## src/logic/dcwd_consts.vh

```
`ifndef DCWD_CONSTS_VH
`define DCWD_CONSTS_VH

// Register byte address of the drive command word
`define DCWD_ADDR_CMD_WORD 16'h6040
// Register byte address of the decoded command status (read only)
`define DCWD_ADDR_CMD_STAT 16'h6044
// Reset value of the drive command word
`define DCWD_CMD_WORD_RST 16'h0000

// Field positions inside the drive command word
`define DCWD_BIT_SWITCH_ON 0
`define DCWD_BIT_VOLTAGE 1
`define DCWD_BIT_NO_QSTOP 2
`define DCWD_BIT_ENABLE_OP 3
`define DCWD_BIT_MODE_LO 4
`define DCWD_BIT_MODE_HI 6
`define DCWD_BIT_FAULT_RST 7
`define DCWD_BIT_HALT 8
`define DCWD_BIT_BRAKE 14

// Device-state command encodings
`define DCWD_CMD_NONE 3'h0
`define DCWD_CMD_SWITCH_OFF 3'h1
`define DCWD_CMD_SWITCH_ON 3'h2
`define DCWD_CMD_ENABLE_OP 3'h3
`define DCWD_CMD_QUICK_STOP 3'h4
`define DCWD_CMD_PULSE_INH 3'h5

// AXI response codes
`define DCWD_RESP_OKAY 2'h0
`define DCWD_RESP_SLVERR 2'h2

`endif

```

## src/logic/dcwd_top.v

```verilog
`timescale 1ns/100ps
`include "dcwd_consts.vh"

// Overview of operation
// - 16-bit command word, any value, resets zero
// - Decode switch-off, switch-on/disable, pulse inhibit
// - Bit2 low, bit1 high, bit7 low: quick stop
// - Bits 3..0 all high, bit7 low: enable operation
// - Irrelevant bits never change chosen command
// - Bits 4..6 pass to operating mode
// - Fault reset only on bit7 rising edge
// - Bit 8 high commands halt ramp
// - Bit 14 high releases holding brake
module dcwd_top (
    input wire aclk,
    input wire aresetn,
    input wire [15:0] s_axi_awaddr,
    input wire s_axi_awvalid,
    output reg s_axi_awready,
    input wire [31:0] s_axi_wdata,
    input wire [3:0] s_axi_wstrb,
    input wire s_axi_wvalid,
    output reg s_axi_wready,
    output reg [1:0] s_axi_bresp,
    output reg s_axi_bvalid,
    input wire s_axi_bready,
    input wire [15:0] s_axi_araddr,
    input wire s_axi_arvalid,
    output reg s_axi_arready,
    output reg [31:0] s_axi_rdata,
    output reg [1:0] s_axi_rresp,
    output reg s_axi_rvalid,
    input wire s_axi_rready,
    output reg [2:0] cmd_code_ff,
    output reg cmd_strobe_ff,
    output reg fault_reset_ff,
    output reg [2:0] mode_bits_ff,
    output reg halt_ff,
    output reg brake_release_ff
);

    ////////////////////////////////////////////////////////////////////////////
    // Decode function

    // Priority decode of the committed word into a device-state command.
    // Fault reset is tested first, then pulse inhibit, so a cleared voltage bit
    // removes torque whatever bits 0, 2 and 3 ask for while bit 7 is low.
    function [2:0] dcwd_decode;
        input [15:0] w; // Committed command word
        begin
            if (w[`DCWD_BIT_FAULT_RST]) begin
                // Bit 7 high matches no state command, only fault reset
                dcwd_decode = `DCWD_CMD_NONE;
            end else if (!w[`DCWD_BIT_VOLTAGE]) begin
                // Voltage bit low: bits 0, 2 and 3 are irrelevant
                dcwd_decode = `DCWD_CMD_PULSE_INH;
            end else if (!w[`DCWD_BIT_NO_QSTOP]) begin
                // Quick stop looks at neither bit 0 nor bit 3
                dcwd_decode = `DCWD_CMD_QUICK_STOP;
            end else if (!w[`DCWD_BIT_SWITCH_ON]) begin
                // Switch-off does not look at bit 3
                dcwd_decode = `DCWD_CMD_SWITCH_OFF;
            end else if (w[`DCWD_BIT_ENABLE_OP]) begin
                // All four low bits set
                dcwd_decode = `DCWD_CMD_ENABLE_OP;
            end else begin
                // Switch on and disable operation share one pattern
                dcwd_decode = `DCWD_CMD_SWITCH_ON;
            end
        end
    endfunction

    // One item moves on a channel at an edge where valid meets ready
    function dcwd_hs;
        input valid; // Source offers an item
        input ready; // Sink can take it
        begin
            dcwd_hs = valid & ready;
        end
    endfunction

    ////////////////////////////////////////////////////////////////////////////
    // State

    reg [15:0] cmd_word_ff; // Drive command word
    reg [15:0] nxt_cmd_word; // Word after the byte-lane merge
    reg aw_held_ff; // Write address captured
    reg [15:0] aw_addr_ff; // Captured write address
    reg w_held_ff; // Write data captured
    reg [31:0] w_data_ff; // Captured write data, upper half unused
    reg [3:0] w_strb_ff; // Captured byte strobes
    reg upd_ff; // Command word was just written
    reg prev_bit7_ff; // Last seen bit 7 for edge detection

    // Next values of the decoded outputs
    reg [2:0] nxt_cmd_code; // Held code, or a fresh decode
    reg nxt_cmd_strobe; // One pulse per accepted write
    reg nxt_fault_reset; // Rising edge of bit 7
    reg nxt_prev_bit7; // Bit 7 as it stands now
    reg [2:0] nxt_mode_bits; // Bits 6..4 for the operating mode
    reg nxt_halt; // Bit 8
    reg nxt_brake_release; // Bit 14

    // Next values of the read channel payload
    reg [31:0] nxt_rdata; // Data for the address just taken
    reg [1:0] nxt_rresp; // Response for that address

    // Handshake and commit conditions
    wire aw_take; // Write address moves at this edge
    wire w_take; // Write data moves at this edge
    wire b_take; // Write response is accepted at this edge
    wire ar_take; // Read address moves at this edge
    wire r_take; // Read data is accepted at this edge
    wire do_write; // Both write halves present, no response pending
    wire wr_hit; // Write targets the command word

    assign aw_take = dcwd_hs(s_axi_awvalid, s_axi_awready);
    assign w_take = dcwd_hs(s_axi_wvalid, s_axi_wready);
    assign b_take = dcwd_hs(s_axi_bvalid, s_axi_bready);
    assign ar_take = dcwd_hs(s_axi_arvalid, s_axi_arready);
    assign r_take = dcwd_hs(s_axi_rvalid, s_axi_rready);
    assign do_write = aw_held_ff && w_held_ff && !s_axi_bvalid;
    assign wr_hit = (aw_addr_ff == `DCWD_ADDR_CMD_WORD);

    ////////////////////////////////////////////////////////////////////////////
    // Byte-lane merge

    // Only the two low strobes matter; the word is 16 bits, so lanes 2 and 3
    // are accepted and dropped rather than refused
    always @* begin
        nxt_cmd_word = cmd_word_ff;
        if (w_strb_ff[0]) begin
            // Low byte: state command bits, mode bits, fault reset
            nxt_cmd_word[7:0] = w_data_ff[7:0];
        end
        if (w_strb_ff[1]) begin
            // High byte: halt, brake release and reserved bits
            nxt_cmd_word[15:8] = w_data_ff[15:8];
        end
    end

    ////////////////////////////////////////////////////////////////////////////
    // Write channels: address and data taken in either order

    // Each half is parked until its partner arrives; the response is issued
    // only once both are in, and the parking registers free on its handshake
    always @(posedge aclk) begin
        if (!aresetn) begin
            aw_held_ff <= 1'h0;
            aw_addr_ff <= 16'h0000;
            w_held_ff <= 1'h0;
            w_data_ff <= 32'h00000000;
            w_strb_ff <= 4'h0;
            s_axi_awready <= 1'h0;
            s_axi_wready <= 1'h0;
            s_axi_bvalid <= 1'h0;
            s_axi_bresp <= `DCWD_RESP_OKAY;
            cmd_word_ff <= `DCWD_CMD_WORD_RST;
            upd_ff <= 1'h0;
        end else begin
            // Update flag lives for one cycle only
            upd_ff <= 1'h0;
            // Ready is offered one cycle ahead and dropped on the taking edge,
            // so each channel takes exactly one item per write
            s_axi_awready <= !aw_held_ff && !aw_take;
            s_axi_wready <= !w_held_ff && !w_take;
            if (aw_take) begin
                // Park the address
                aw_held_ff <= 1'h1;
                aw_addr_ff <= s_axi_awaddr;
            end
            if (w_take) begin
                // Park the data and its strobes
                w_held_ff <= 1'h1;
                w_data_ff <= s_axi_wdata;
                w_strb_ff <= s_axi_wstrb;
            end
            // Both halves present: commit and answer
            if (do_write) begin
                s_axi_bvalid <= 1'h1;
                if (wr_hit) begin
                    // Any 16-bit value is taken as written
                    cmd_word_ff <= nxt_cmd_word;
                    upd_ff <= 1'h1;
                    s_axi_bresp <= `DCWD_RESP_OKAY;
                end else begin
                    // Unmapped or read-only address: no effect
                    s_axi_bresp <= `DCWD_RESP_SLVERR;
                end
            end
            // Response taken: free both halves for the next write
            if (b_take) begin
                s_axi_bvalid <= 1'h0;
                aw_held_ff <= 1'h0;
                w_held_ff <= 1'h0;
            end
        end
    end

    ////////////////////////////////////////////////////////////////////////////
    // Read channel

    // Read data selection; the status word lets software see the code, mode, halt and brake levels
    // the drive side was last handed, without a second copy of the decode
    always @* begin
        nxt_rdata = 32'h00000000;
        nxt_rresp = `DCWD_RESP_OKAY;
        case (s_axi_araddr)
            `DCWD_ADDR_CMD_WORD: begin
                // Word as written, upper half reads zero
                nxt_rdata = {16'h0000, cmd_word_ff};
            end
            `DCWD_ADDR_CMD_STAT: begin
                // Shows the held outputs: brake release, halt, mode bits and command code, not the strobe or fault pulse
                nxt_rdata = {24'h000000, brake_release_ff, halt_ff,
                             mode_bits_ff, cmd_code_ff};
            end
            default: begin
                // Nothing mapped here
                nxt_rdata = 32'h00000000;
                nxt_rresp = `DCWD_RESP_SLVERR;
            end
        endcase
    end

    // One read in flight; the address ready stays low while data waits
    always @(posedge aclk) begin
        if (!aresetn) begin
            s_axi_arready <= 1'h0;
            s_axi_rvalid <= 1'h0;
            s_axi_rdata <= 32'h00000000;
            s_axi_rresp <= `DCWD_RESP_OKAY;
        end else begin
            s_axi_arready <= !s_axi_rvalid && !ar_take;
            if (ar_take) begin
                // Data and response stand until the master takes them
                s_axi_rvalid <= 1'h1;
                s_axi_rdata <= nxt_rdata;
                s_axi_rresp <= nxt_rresp;
            end else if (r_take) begin
                s_axi_rvalid <= 1'h0;
            end
        end
    end

    ////////////////////////////////////////////////////////////////////////////
    // Command outputs, all one cycle after the committed word

    // Next values of the drive-side outputs
    always @* begin
        // Decode only on a new write: one command per update
        nxt_cmd_strobe = upd_ff;
        nxt_cmd_code = cmd_code_ff;
        if (upd_ff) begin
            nxt_cmd_code = dcwd_decode(cmd_word_ff);
        end
        // Edge, not level: a held bit 7 must not repeat the reset
        nxt_prev_bit7 = cmd_word_ff[`DCWD_BIT_FAULT_RST];
        nxt_fault_reset = cmd_word_ff[`DCWD_BIT_FAULT_RST] && !prev_bit7_ff;
        // Mode bits play no part in the state decode
        nxt_mode_bits = cmd_word_ff[`DCWD_BIT_MODE_HI:`DCWD_BIT_MODE_LO];
        // Halt is a level: the ramp to zero runs while the bit stays set
        nxt_halt = cmd_word_ff[`DCWD_BIT_HALT];
        // Brake release is not gated by the command state; software that
        // sets it owns the hazard of an open brake on an idle power stage
        nxt_brake_release = cmd_word_ff[`DCWD_BIT_BRAKE];
    end

    // Register every drive-side output so none of them glitches
    always @(posedge aclk) begin
        if (!aresetn) begin
            cmd_code_ff <= `DCWD_CMD_NONE;
            cmd_strobe_ff <= 1'h0;
            fault_reset_ff <= 1'h0;
            // Idle level of bit 7, so no false edge follows reset
            prev_bit7_ff <= 1'h0;
            mode_bits_ff <= 3'h0;
            halt_ff <= 1'h0;
            brake_release_ff <= 1'h0;
        end else begin
            cmd_code_ff <= nxt_cmd_code;
            cmd_strobe_ff <= nxt_cmd_strobe;
            fault_reset_ff <= nxt_fault_reset;
            prev_bit7_ff <= nxt_prev_bit7;
            mode_bits_ff <= nxt_mode_bits;
            halt_ff <= nxt_halt;
            brake_release_ff <= nxt_brake_release;
        end
    end

    ////////////////////////////////////////////////////////////////////////////
    // Notes for integrators
    //
    // Decoded outputs lag the committed word by one cycle; the write
    //   response arrives one cycle before the strobe.
    // A command code stays put between writes, so a consumer that wants
    //   edges must watch the strobe, not the code.
    // Writing the same word twice strobes the same code twice; the state
    //   machine downstream must treat a repeat as harmless.
    // Fault reset is the only pulse not tied to a new code: it follows
    //   the rising edge of bit 7 in the committed word.
    // Partial writes keep the other byte, so bit 7 can rise from a
    //   low-byte write while halt and brake stay as they were.

endmodule // dcwd_top

```

## config.mk

```make
export PLATFORM = sky130hd
export DESIGN_NAME = dcwd_top
export DESIGN_NICKNAME = d
export VERILOG_FILES = /design/src/logic/dcwd_top.v
export VERILOG_INCLUDE_DIRS = /design/src /design/src/logic
export SDC_FILE = /design/constraint.sdc
export NUM_CORES = 1
export LEC_CHECK = 0
export ABC_AREA = 1
export BUFFER_PORTS_ARGS = -buffer_cell sky130_fd_sc_hd__buf_2
export CORE_UTILIZATION = 45
export CTS_BUF_LIST = sky130_fd_sc_hd__clkbuf_16
export CTS_CLUSTER_DIAMETER = 150
export CTS_CLUSTER_SIZE = 12
export DETAILED_ROUTE_END_ITERATION = 6
export PLACE_DENSITY = 0.76
export SETUP_SLACK_MARGIN = 0.02
export SLEW_MARGIN = 20
export SYNTH_ARGS = -nofsm -noshare
export SYNTH_HDL_FRONTEND = slang
export SYNTH_SLANG_ARGS = --single-unit
```

## constraint.sdc

```tcl
create_clock -name aclk -period 2.75 [get_ports aclk]
set_clock_uncertainty 0.15 [all_clocks]
set_input_delay 0 -clock aclk [delete_from_list [all_inputs] [get_ports aclk]]
set_output_delay 0 -clock aclk [all_outputs]
set_load 0.03 [all_outputs]
```

**Word-level counts from Yosys, hierarchy flattened**

Index checks and enable logic that the tools add are counted.

- Flip-flop bits (word level): 105
- Output and inout bits: 51

- Reductions and logical operators: 20
- Equality and inequality tests: 3
- Muxes and demuxes: 11
- Bitwise logic cells: 6

Operators with widths:

| cell | count |
|---|---|
| == test 16 x 15 -> 1 bit (second input constant) | 3 |
| case mux 16 bit (2 select lines) | 1 |
| two-way mux 3 bit | 3 |
| logical NOT 1 bit | 8 |
| logical AND 1 bit | 6 |
| two-way mux 2 bit | 3 |
| AND reduction 3 bit | 2 |
| bitwise AND 1 bit | 5 |
| two-way mux 1 bit | 4 |
| OR reduction 2 bit | 2 |
| AND reduction 2 bit | 1 |
| nonzero test 2 bit | 1 |
| inverter 1 bit | 1 |

**Depth between registers and ports, before layout**

Gate-level depths: netlist of the first run.

- Depth after elaboration: 5
- Gate-level depth with buffers: 9
- Mapped depth without buffers: 8

**Worst setup path after synthesis of the first run**

No wires, ideal clock.

- Path type: register to register
- From: reg s_axi_arready
- To: reg s_axi_rdata[13]
- Buffers on the path: 1
- Arrival time: 1,264 ps
- Stages on the path, launching flop included: 6
- Setup slack: 1,265 ps
- Library setup time: 70 ps
- Cells stage by stage: dfxtp_1 nand2_1 inv_2 buf_2 nand4_1 a21oi_1

- Word-level cells in the longest chain between the ends: 1

RTL lines:

| element | line | RTL |
|---|---|---|
| start: declaration | dcwd_top.v:29 | `output reg s_axi_arready,` |
| start signal: assignment | dcwd_top.v:234 | `s_axi_arready <= !s_axi_rvalid && !ar_take;` |
| bitwise AND 1 bit | dcwd_top.v:78 | `dcwd_hs = valid & ready;` |
| end signal: assignment | dcwd_top.v:238 | `s_axi_rdata <= nxt_rdata;` |
| end: declaration | dcwd_top.v:30 | `output reg [31:0] s_axi_rdata,` |

Every way passes these cells.
A chain may end at the register's enable or synchronous reset.

**Final worst setup path of the first run**

- From: in s_axi_araddr[0]
- To: reg s_axi_rdata[7]

- Word-level cells in the longest chain between the ends: 2

RTL lines:

| element | line | RTL |
|---|---|---|
| start: declaration | dcwd_top.v:27 | `input wire [15:0] s_axi_araddr,` |
| == test 16 x 15 -> 1 bit | dcwd_top.v:208 | `case (s_axi_araddr)` |
| case mux 16 bit (2 select lines) * | dcwd_top.v:208 |  |

Every way passes the cells marked *; elsewhere a longest branch is shown, timed or not.

==> results of run 1 <==
final cells by class:
cell class                 instances  area, sq um
clock buffer                       9          225
clock inverter                     7         87.6
fill                             683         2960
inverter                          49          184
multi-input combinational        337         1490
sequential                        87         1740
tap                              102          128
timing repair buffer             136          911
timing repair:
action                                 in CTS  in global routing
endpoints found under the hold margin      43                  2
hold buffers                               44                  2
setup endpoints to repair                   0                  2
through the flow:
step	util	instances	setup slack (ns)	power (mW)	hold slack, ns
after CTS	0.615	726	0.108	2.95	0.00530
after detailed placement	0.518	666	1.10	1.64	0.106
after global placement	0.518	666	1.14	1.64	0.100
after floorplan	-	511	1.27	1.58	-0.0339
final	0.616	727	0.225	2.93	0.0159
after global routing	0.616	727	0.0677	3.06	0.0578
cells in the mapped netlist:
library cell / number / area (sq um)
nor3_1: 3 / 15.0
inv_2: 1 / 3.75
nand3_1: 27 / 135
o211ai_1: 1 / 7.51
nand3_4: 2 / 35.0
conb_1: 1 / 3.75
a21oi_1: 15 / 75.1
nor2_2: 7 / 43.8
nand2_1: 75 / 282
nor2_1: 133 / 499
o21ai_0: 36 / 180
nor2_4: 3 / 33.8
clkbuf_1: 10 / 37.5
nand4_1: 9 / 56.3
buf_4: 23 / 173
nand2_2: 5 / 31.3
dfxtp_1: 87 / 1740
buf_2: 3 / 15.0
clkinv_1: 2 / 7.51
inv_1: 46 / 173
nand3_2: 2 / 20.0
o21ai_1: 1 / 5.00
buf_6: 2 / 22.5
registers in the layout, indices dropped and copies added (netlist names), 2 cells and up:
| name | count |
|---|---|
| aw_addr_ff | 16 |
| cmd_word_ff | 16 |
| s_axi_rdata | 16 |
| w_data_ff | 16 |
| cmd_code_ff | 3 |
| mode_bits_ff | 3 |
| w_strb_ff | 2 |
layer usage:
metal	share of wire	wire, um	vias up	GRT usage
met3	0.051	411	9	0.0519
met2	0.49	3970	102	0.338
met1	0.45	3580	1392	0.232
met4	0.0096	77	0	0.0780
li1	-	-	1752	-
met5	0	0	-	0
logic make-up after synthesis:
| logic type | after synthesis | synth area share |
|---|---|---|
| simple gates | 266 | 0.320 |
| flops | 87 | 0.484 |
| other cells | 1 | 0.00104 |
| compound gates | 53 | 0.0745 |
| buf+inv | 87 | 0.120 |
critical path: stages:
cell and delay (ns):
dlygate4sd3_1 0.53, buf_2 0.12, nor2_1 0.10, dlygate4sd3_1 0.57
nand2_1 0.04, dlygate4sd3_1 0.60, nor2_4 0.32, nand3_1 0.14
nand3_1 0.13, nand2_1 0.05, inv_1 0.05
worst max-delay path by stage:
stage | start | end | slack, ns | cells past startpoint
after floorplan | s_axi_arready$_SDFF_PN0_ | s_axi_rdata[13]$_SDFFE_PN0P_ | 1.27 | 5
after global placement | s_axi_wready$_SDFF_PN0_ | w_data_ff[10]$_SDFFE_PN0P_ | 1.14 | 5
after detailed placement | s_axi_wready$_SDFF_PN0_ | w_held_ff$_SDFFE_PP0P_ | 1.10 | 5
after CTS | s_axi_araddr[8] | s_axi_rresp[1]$_SDFFE_PN0P_ | 0.11 | 11
after global routing | s_axi_araddr[0] | s_axi_rdata[1]$_SDFFE_PN0P_ | 0.07 | 11
final | s_axi_araddr[0] | s_axi_rdata[7]$_SDFFE_PN0P_ | 0.22 | 11
power by group through the flow:
stage / registers (mW) / clock network (mW) / logic [mW]
floorplan: 1.39 / 0 / 0.188
global placement: 1.37 / 0 / 0.268
detailed placement: 1.37 / 0 / 0.275
CTS: 1.34 / 1.29 / 0.321
global route: 1.35 / 1.35 / 0.361
finish: 1.34 / 1.26 / 0.325
==> out/qor.yml, run 1 <==
outcome:
  status: "finished clean"
setup_path:
  cp.required_ns: 2.88
  criticalPathCategory: "in -> reg"
  worst_r2r_path_depth: 4
  setup.worst_path.start_class: "input pin"
  cp_max_fo: 16
  r2r_slack_ns: 1.08
  arrival_ns: 2.65
  r2r-end: "aw_held_ff$_SDFFE_PP0P_"
  end_kind: "flop"
  r2r_start: "s_axi_awready$_SDFF_PN0_"
power:
  irDropWorstVdd_uv: 343
  switchingPower_mw: 0.695
  p_comb_frac: 0.111
  switching_share: 0.237
  power_frac_seq: 0.458
  p_per_area_nw_per_um2: 615
  internal_power_mw: 2.23
  power.leakage_nw: 2.33
  power_frac_clock: 0.430
sta:
  slew_headroom: 0.433
  worst_pin_slew_ns: 0.850
  maxSlewViolCount: 0
  finalCriticalPeriod_ns: 2.53
  finalSetupTns_ns: 0
  hold_viol_final: 0
  fmax_mhz: 396
  setup_viol: 0
  grt_setup_unrepaired: "no"
  fin_crit_sh: 0.918
grt:
  grt_pass1_vias: 3022
  grt_first_pass_wirelength_um: 13200
  grt_max_degree: 61
  antenna_found_initial: 0
  overflow: 0
  grt_usage: 0.197
synth:
  yosysSeqAreaShare: 0.484
  ys_seq_elements: 87
  synth_cells: 494
  synth.distinct_cells: 23
  syn_avg_cell_area_sq_um: 7.28
  yosys_warnings: 0
  syn_area_sq_um: 3600
clock_network:
  htreeDepth: 3
  clk_pin_slew_ns: 0.06
  cts_made_buffers: 9
  root_buffer: "clkbuf_16"
  cts_resized: 0
  postCtsSetupBuffers: 0
  cts.sinks: 87
  cts_tree: "built"
  clockBufferDepth: 2
  clock_latency_ns: 0.33
layout:
  diodes: 0
  syn_to_final_growth_pct: 32.5
  drive_gt1_frac: 0.202
  stdcell_area_sq_um: 4760
  mostFrequentLayoutCell: "nor2_1"
  final_cell_mix: "133 x nor2_1, 89 x buf_2, 87 x dfxtp_1, 75 x nand2_1, 46 x inv_1"
  nets: 695
drt:
  antenna_left: 0
  num_vias: 3255
  vias_per_cell: 4.48
  avgRoutedWirePerCell_um: 11.1
  drt_first_pass_iters: 4
  wl_um: 8040
  drc: 0
  drtIter0Drc: 140
floorplan:
  die_w_um: 91.4
  die_area_sq_um: 8350
  core_area_sq_um: 7730
  io_pins: 126
  start_util: 0.465
  die_h_um: 91.4
  fp-row-count: 32
worst_hold_path:
  hold_class: "in -> reg"
  min_to: "w_strb_ff[1]$_SDFFE_PN0P_"
  whs_path_depth: 4
  hp-start: "s_axi_wvalid"
placed_design:
  placed_cell_area_sq_um: 4000
  dpl.hpwl_um: 4970
  port_buffers: 89
  globalplace.congestion: 0.821
run:
  cap_violations: 0
Note: power is estimated with default switching activity, not from simulation.
==> run 2: changes to the inputs <==
==> constraint.sdc (replaced) <==
create_clock -name aclk -period 3.2 [get_ports aclk]
set_clock_uncertainty 0.15 [all_clocks]
set_input_delay 0 -clock aclk [delete_from_list [all_inputs] [get_ports aclk]]
set_output_delay 0 -clock aclk [all_outputs]
set_load 0.03 [all_outputs]
==> out/qor.yml, run 2 (same netlist as run 1, synthesis figures left out) <==
placed_design:
  post-place-ws_ns: 1.36  # +0.263 ns
  port_buffers: 89  # unchanged
  globalplace.congestion: 0.822  # about the same
  dpl.hpwl_um: 4980  # +0.35%
drt:
  drt_first_pass_iters: 4  # unchanged
  drtIter0Drc: 154  # +10%
  num_vias: 3318  # +1.9%
  antenna_left: 0  # unchanged
  avgRoutedWirePerCell_um: 11.1  # about the same
  wl_um: 7990  # -0.61%
  drc: 0  # unchanged
  vias_per_cell: 4.60  # +2.6%
clock_network:
  cts.sinks: 87  # unchanged
  htreeDepth: 3  # unchanged
  clock_latency_ns: 0.33  # about the same
  cts_made_buffers: 9  # unchanged
  postCtsSetupBuffers: 0  # unchanged
  cts_resized: 0  # unchanged
  clockBufferDepth: 2  # unchanged
  cts_tree: "built"
  root_buffer: "clkbuf_16"
  clk_pin_slew_ns: 0.06  # about the same
power:
  power.leakage_nw: 2.31  # -0.54%
  irDropWorstVdd_uv: 272  # -21%
  p_per_area_nw_per_um2: 534  # -13%
sta:
  fin_crit_sh: 0.658
  maxSlewViolCount: 0  # unchanged
  slew_headroom: 0.448  # +0.0147
  setup_viol: 0  # unchanged
  finalSetupTns_ns: 0  # unchanged
  finalCriticalPeriod_ns: 2.11
  fmax_mhz: 475
  worst_pin_slew_ns: 0.828  # -0.0221 ns
  fin_ws_ns: 1.09  # +0.868 ns
  grt_setup_unrepaired: "no"
  hold_viol_final: 0  # unchanged
floorplan:
  io_pins: 126  # unchanged
  die_h_um: 91.4  # unchanged
  core_area_sq_um: 7730  # unchanged
  fp-row-count: 32  # unchanged
  die_area_sq_um: 8350  # unchanged
  start_util: 0.465  # unchanged
  die_w_um: 91.4  # unchanged
setup_path:
  cp_max_fo: 2  # -14
  criticalPathCategory: "in -> reg"
  arrival_ns: 2.18  # -0.47 ns
  cp.required_ns: 3.27  # +0.39 ns
  end_kind: "flop"
  setup.worst_path.start_class: "input pin"
layout:
  drive_gt1_frac: 0.202  # about the same
  nets: 690  # -0.72%
  multi_input_area_sq_um: 1490  # unchanged
  final_cell_mix: "133 x nor2_1, 89 x buf_2, 87 x dfxtp_1, 75 x nand2_1, 47 x inv_1"
  mostFrequentLayoutCell: "nor2_1"
  syn_to_final_growth_pct: 31.1
  diodes: 0  # unchanged
  fillers: 678  # -0.73%
  seq_area_sq_um: 1740  # unchanged
grt:
  antenna_found_initial: 0  # unchanged
  grt_usage: 0.199  # +0.00189
  grt_max_degree: 59  # -3.3%
  grt_pass1_vias: 3024  # +0.066%
  overflow: 0  # unchanged
  grt_first_pass_wirelength_um: 13300  # +1.2%
run:
  cap_violations: 0  # unchanged
worst_hold_path:
  hold_class: "in -> reg"
outcome:
  status: "finished clean"
==> run 2: changes by cell type in the layout (fill, tap and decap cells not counted), sizes merged <==
cell	change
clkinv	-2
dlygate4sd3	-4
inv	+2
buf	-1
==> run 2: cell type report <==
cell class	instances	share of cell area
Inverter	49	0.0390
Clock buffer	9	0.0478
Clock inverter	7	0.0186
Multi-Input combinational cell	337	0.315
Tap cell	102	0.0271
Sequential cell	87	0.369
Timing Repair Buffer	131	0.183
==> run 2: metrics by stage <==
step / instances / utilization / hold WS (ns) / area, sq um / power [mW]
global route: 722 / 0.610 / 0.0420 / 4720 / 2.63
floorplan: 511 / - / -0.0339 / 3660 / 1.36
finish: 722 / 0.610 / 0.0161 / 4720 / 2.52
detailed placement: 665 / 0.517 / 0.105 / 3990 / 1.41
CTS: 722 / 0.610 / 0.00557 / 4720 / 2.53
global placement: 665 / 0.517 / 0.0989 / 3990 / 1.40
==> run 2: per-layer routing <==
layer / up-vias / wire length [um] / part of all wire / GRT usage
met5: - / 0 / 0 / 0
met4: 0 / 81 / 0.010 / 0.0569
met3: 8 / 448 / 0.056 / 0.0553
met2: 111 / 3860 / 0.48 / 0.336
met1: 1462 / 3600 / 0.45 / 0.246
li1: 1737 / - / - / -
==> run 2: power by group <==
part / switching, mW / internal, mW / total (mW)
Sequential: 0.0240 / 1.13 / 1.15
Clock: 0.407 / 0.679 / 1.09
Combinational: 0.168 / 0.108 / 0.277
==> run 2: worst paths after layout <==
| path | from | cells after the start | slack [ns] | end |
|---|---|---|---|---|
| hold / removal | s_axi_araddr[0] | 6 | 0.02 | s_axi_rdata[15]$_SDFFE_PN0P_ |
| setup / recovery | s_axi_araddr[12] | 10 | 1.09 | s_axi_rresp[1]$_SDFFE_PN0P_ |
| hold reg to reg | prev_bit7_ff$_SDFF_PN0_ | 1 | 0.23 | fault_reset_ff$_SDFF_PN0_ |
| setup reg to reg | s_axi_wready$_SDFF_PN0_ | 4 | 1.38 | w_data_ff[1]$_SDFFE_PN0P_ |
==> run 2: worst max-delay path, cell delays in order <==
cell and delay [ns]:
dlygate4sd3_1 0.53, buf_2 0.13, inv_1 0.04, nand4_1 0.06
dlygate4sd3_1 0.56, nor2_1 0.08, dlygate4sd3_1 0.58, nand2_1 0.07
nand3_1 0.08, nand2_1 0.04
==> run 2: repair_timing <==
| item | CTS | global route |
|---|---|---|
| hold buffers | 41 | 0 |
| setup endpoints to repair | 0 | 0 |
| endpoints found under the hold margin | 40 | 0 |
==> run 3: changes to the inputs <==
--- a/config.mk
+++ b/config.mk
@@ -13,7 +13,7 @@
 export CTS_CLUSTER_DIAMETER = 150
 export CTS_CLUSTER_SIZE = 12
 export DETAILED_ROUTE_END_ITERATION = 6
-export PLACE_DENSITY = 0.76
+export PLACE_DENSITY = 0.79
 export SETUP_SLACK_MARGIN = 0.02
 export SLEW_MARGIN = 20
 export SYNTH_ARGS = -nofsm -noshare
==> constraint.sdc (replaced) <==
create_clock -name aclk -period 1.85 [get_ports aclk]
set_clock_uncertainty 0.15 [all_clocks]
set_input_delay 0 -clock aclk [delete_from_list [all_inputs] [get_ports aclk]]
set_output_delay 0 -clock aclk [all_outputs]
set_load 0.03 [all_outputs]
==> out/qor.yml, run 3 (same netlist as run 1, synthesis figures left out) <==
sta:
  grt_setup_unrepaired: "no"
  finalCriticalPeriod_ns: 1.77
  maxSlewViolCount: 0  # unchanged
  hold_viol_final: 0  # unchanged
  fin_ws_ns: 0.0776  # -1.02 ns
  worst_pin_slew_ns: 0.647  # -0.180 ns
  slew_headroom: 0.568  # +0.120
  fin_crit_sh: 0.958
  finalSetupTns_ns: 0  # unchanged
  fin_hold_ws_ns: 0.00940  # -0.00669 ns
  setup_viol: 0  # unchanged
  fmax_mhz: 564
clock_network:
  clock_latency_ns: 0.34  # about the same
  clk_pin_slew_ns: 0.06  # about the same
  cts.sinks: 87  # unchanged
  postCtsSetupBuffers: 0  # unchanged
  clockBufferDepth: 2  # unchanged
  cts_made_buffers: 9  # unchanged
  root_buffer: "clkbuf_16"
  htreeDepth: 3  # unchanged
  cts_tree: "built"
setup_path:
  setup.worst_path.start_class: "flop"
  criticalPathCategory: "reg -> reg"
  end_kind: "flop"
  cp_max_fo: 17  # +15
  worst-path-buf-inv: 2  # -3
  crit_family: "buffers and inverters"
  arrival_ns: 1.84  # -0.34 ns
  cpMaxStageDelayCell: "dlygate4sd3_1"
  cpPeakStageDelay_ns: 0.57  # about the same
  cp_cell_sequence: "nand2_1 > buf_4 > o21ai_0 > a21oi_1 > dlygate4sd3_1"
  cp.required_ns: 1.92  # -1.35 ns
layout:
  seq_area_sq_um: 1740  # unchanged
  multi_input_area_sq_um: 1490  # unchanged
  drive_gt1_frac: 0.203  # +0.00188
  fillers: 680  # +0.29%
  mostFrequentLayoutCell: "nor2_1"
  finish.utilization: 0.619  # +0.00826
  diodes: 0  # unchanged
  syn_to_final_growth_pct: 32.9
  final_cell_mix: "133 x nor2_1, 89 x buf_2, 87 x dfxtp_1, 75 x nand2_1"
  nets: 699  # +1.3%
grt:
  grt_usage: 0.211  # +0.0120
  grt_max_degree: 61  # +3.4%
  grt_first_pass_wirelength_um: 14000  # +5.3%
  busiest_layer: "met2"
  overflow: 0  # unchanged
  met2_usage: 0.369  # +0.0332
  antenna_found_initial: 0  # unchanged
  grt_pass1_vias: 3141  # +3.9%
  grt_util_met3: 0.0611  # +0.00586
  use_met1: 0.243  # -0.00312
drt:
  drc: 0  # unchanged
  vias_per_cell: 4.60  # about the same
  antenna_left: 0  # unchanged
  avgRoutedWirePerCell_um: 11.4  # +2.7%
  wl_um: 8310  # +4.0%
  drtIter0Drc: 153  # -0.65%
  num_vias: 3362  # +1.3%
  drt_first_pass_iters: 6  # +2
floorplan:
  core_area_sq_um: 7730  # unchanged
  die_h_um: 91.4  # unchanged
  io_pins: 126  # unchanged
  start_util: 0.465  # unchanged
  die_w_um: 91.4  # unchanged
  die_area_sq_um: 8350  # unchanged
  fp-row-count: 32  # unchanged
worst_hold_path:
  hold_class: "in -> reg"
placed_design:
  port_buffers: 89  # unchanged
  post-place-ws_ns: 0.383  # -0.979 ns
  globalplace.congestion: 0.800  # -2.6%
  dpl.hpwl_um: 5000  # +0.36%
power:
  power.leakage_nw: 2.34  # +0.99%
  irDropWorstVdd_uv: 483  # +78%
  p_per_area_nw_per_um2: 894  # +67%
outcome:
  status: "finished clean"
run:
  cap_violations: 0  # unchanged
==> run 3: power by group <==
group,leakage [nW],internal [mW],total [mW],switching [mW]
clock,0.141,1.05,1.78,0.734
sequential,0.709,1.95,2.00,0.0431
combinational,1.49,0.201,0.495,0.294
==> run 3: worst reg2reg max path, delay by kind of cell, from the launching register on <==
| family | cells | cell delay, ns |
|---|---|---|
| buf+inv | 2 | 0.76 |
| compound gates | 2 | 0.28 |
| flops | 1 | 0.37 |
| simple gates | 1 | 0.10 |
==> run 3: path summary, 6_finish.rpt <==
| path | to | start | slack (ns) | cells after the start |
|---|---|---|---|---|
| max | aw_addr_ff[7]$_SDFFE_PN0P_ | s_axi_awready$_SDFF_PN0_ | 0.08 | 5 |
| min | s_axi_rdata[15]$_SDFFE_PN0P_ | s_axi_araddr[3] | 0.009 | 6 |
| max reg2reg | aw_addr_ff[7]$_SDFFE_PN0P_ | s_axi_awready$_SDFF_PN0_ | 0.08 | 5 |
| min reg2reg | fault_reset_ff$_SDFF_PN0_ | prev_bit7_ff$_SDFF_PN0_ | 0.24 | 1 |
==> run 3: what timing repair did <==
item / CTS / global route
hold endpoints to repair: 43 / 0
gates resized for setup: 0 / 0
hold buffers: 46 / 0
setup endpoints to repair: 0 / 0
==> run 3: per-stage QoR <==
stage | total power, mW | area [sq um] | instances
6_report | 4.27 | 4780 | 731
5_1_grt | 4.46 | 4780 | 731
4_1_cts | 4.29 | 4780 | 731
3_5_place_dp | 2.45 | 4020 | 669
3_3_place_gp | 2.43 | 4020 | 669
2_1_floorplan | 2.35 | 3660 | 511
==> run 3: layout make-up <==
cell class                 instances  share of cell area
sequential                        87               0.364
clock buffer                       9              0.0471
tap                              102              0.0267
clock inverter                     7              0.0149
timing repair buffer             140               0.197
inverter                          49              0.0385
multi-input combinational        337               0.311
==> run 3: layer usage <==
metal,up-vias,share of wire
li1,1759,-
met1,1489,0.45
met2,102,0.48
met3,12,0.057
met4,0,0.017
met5,-,0
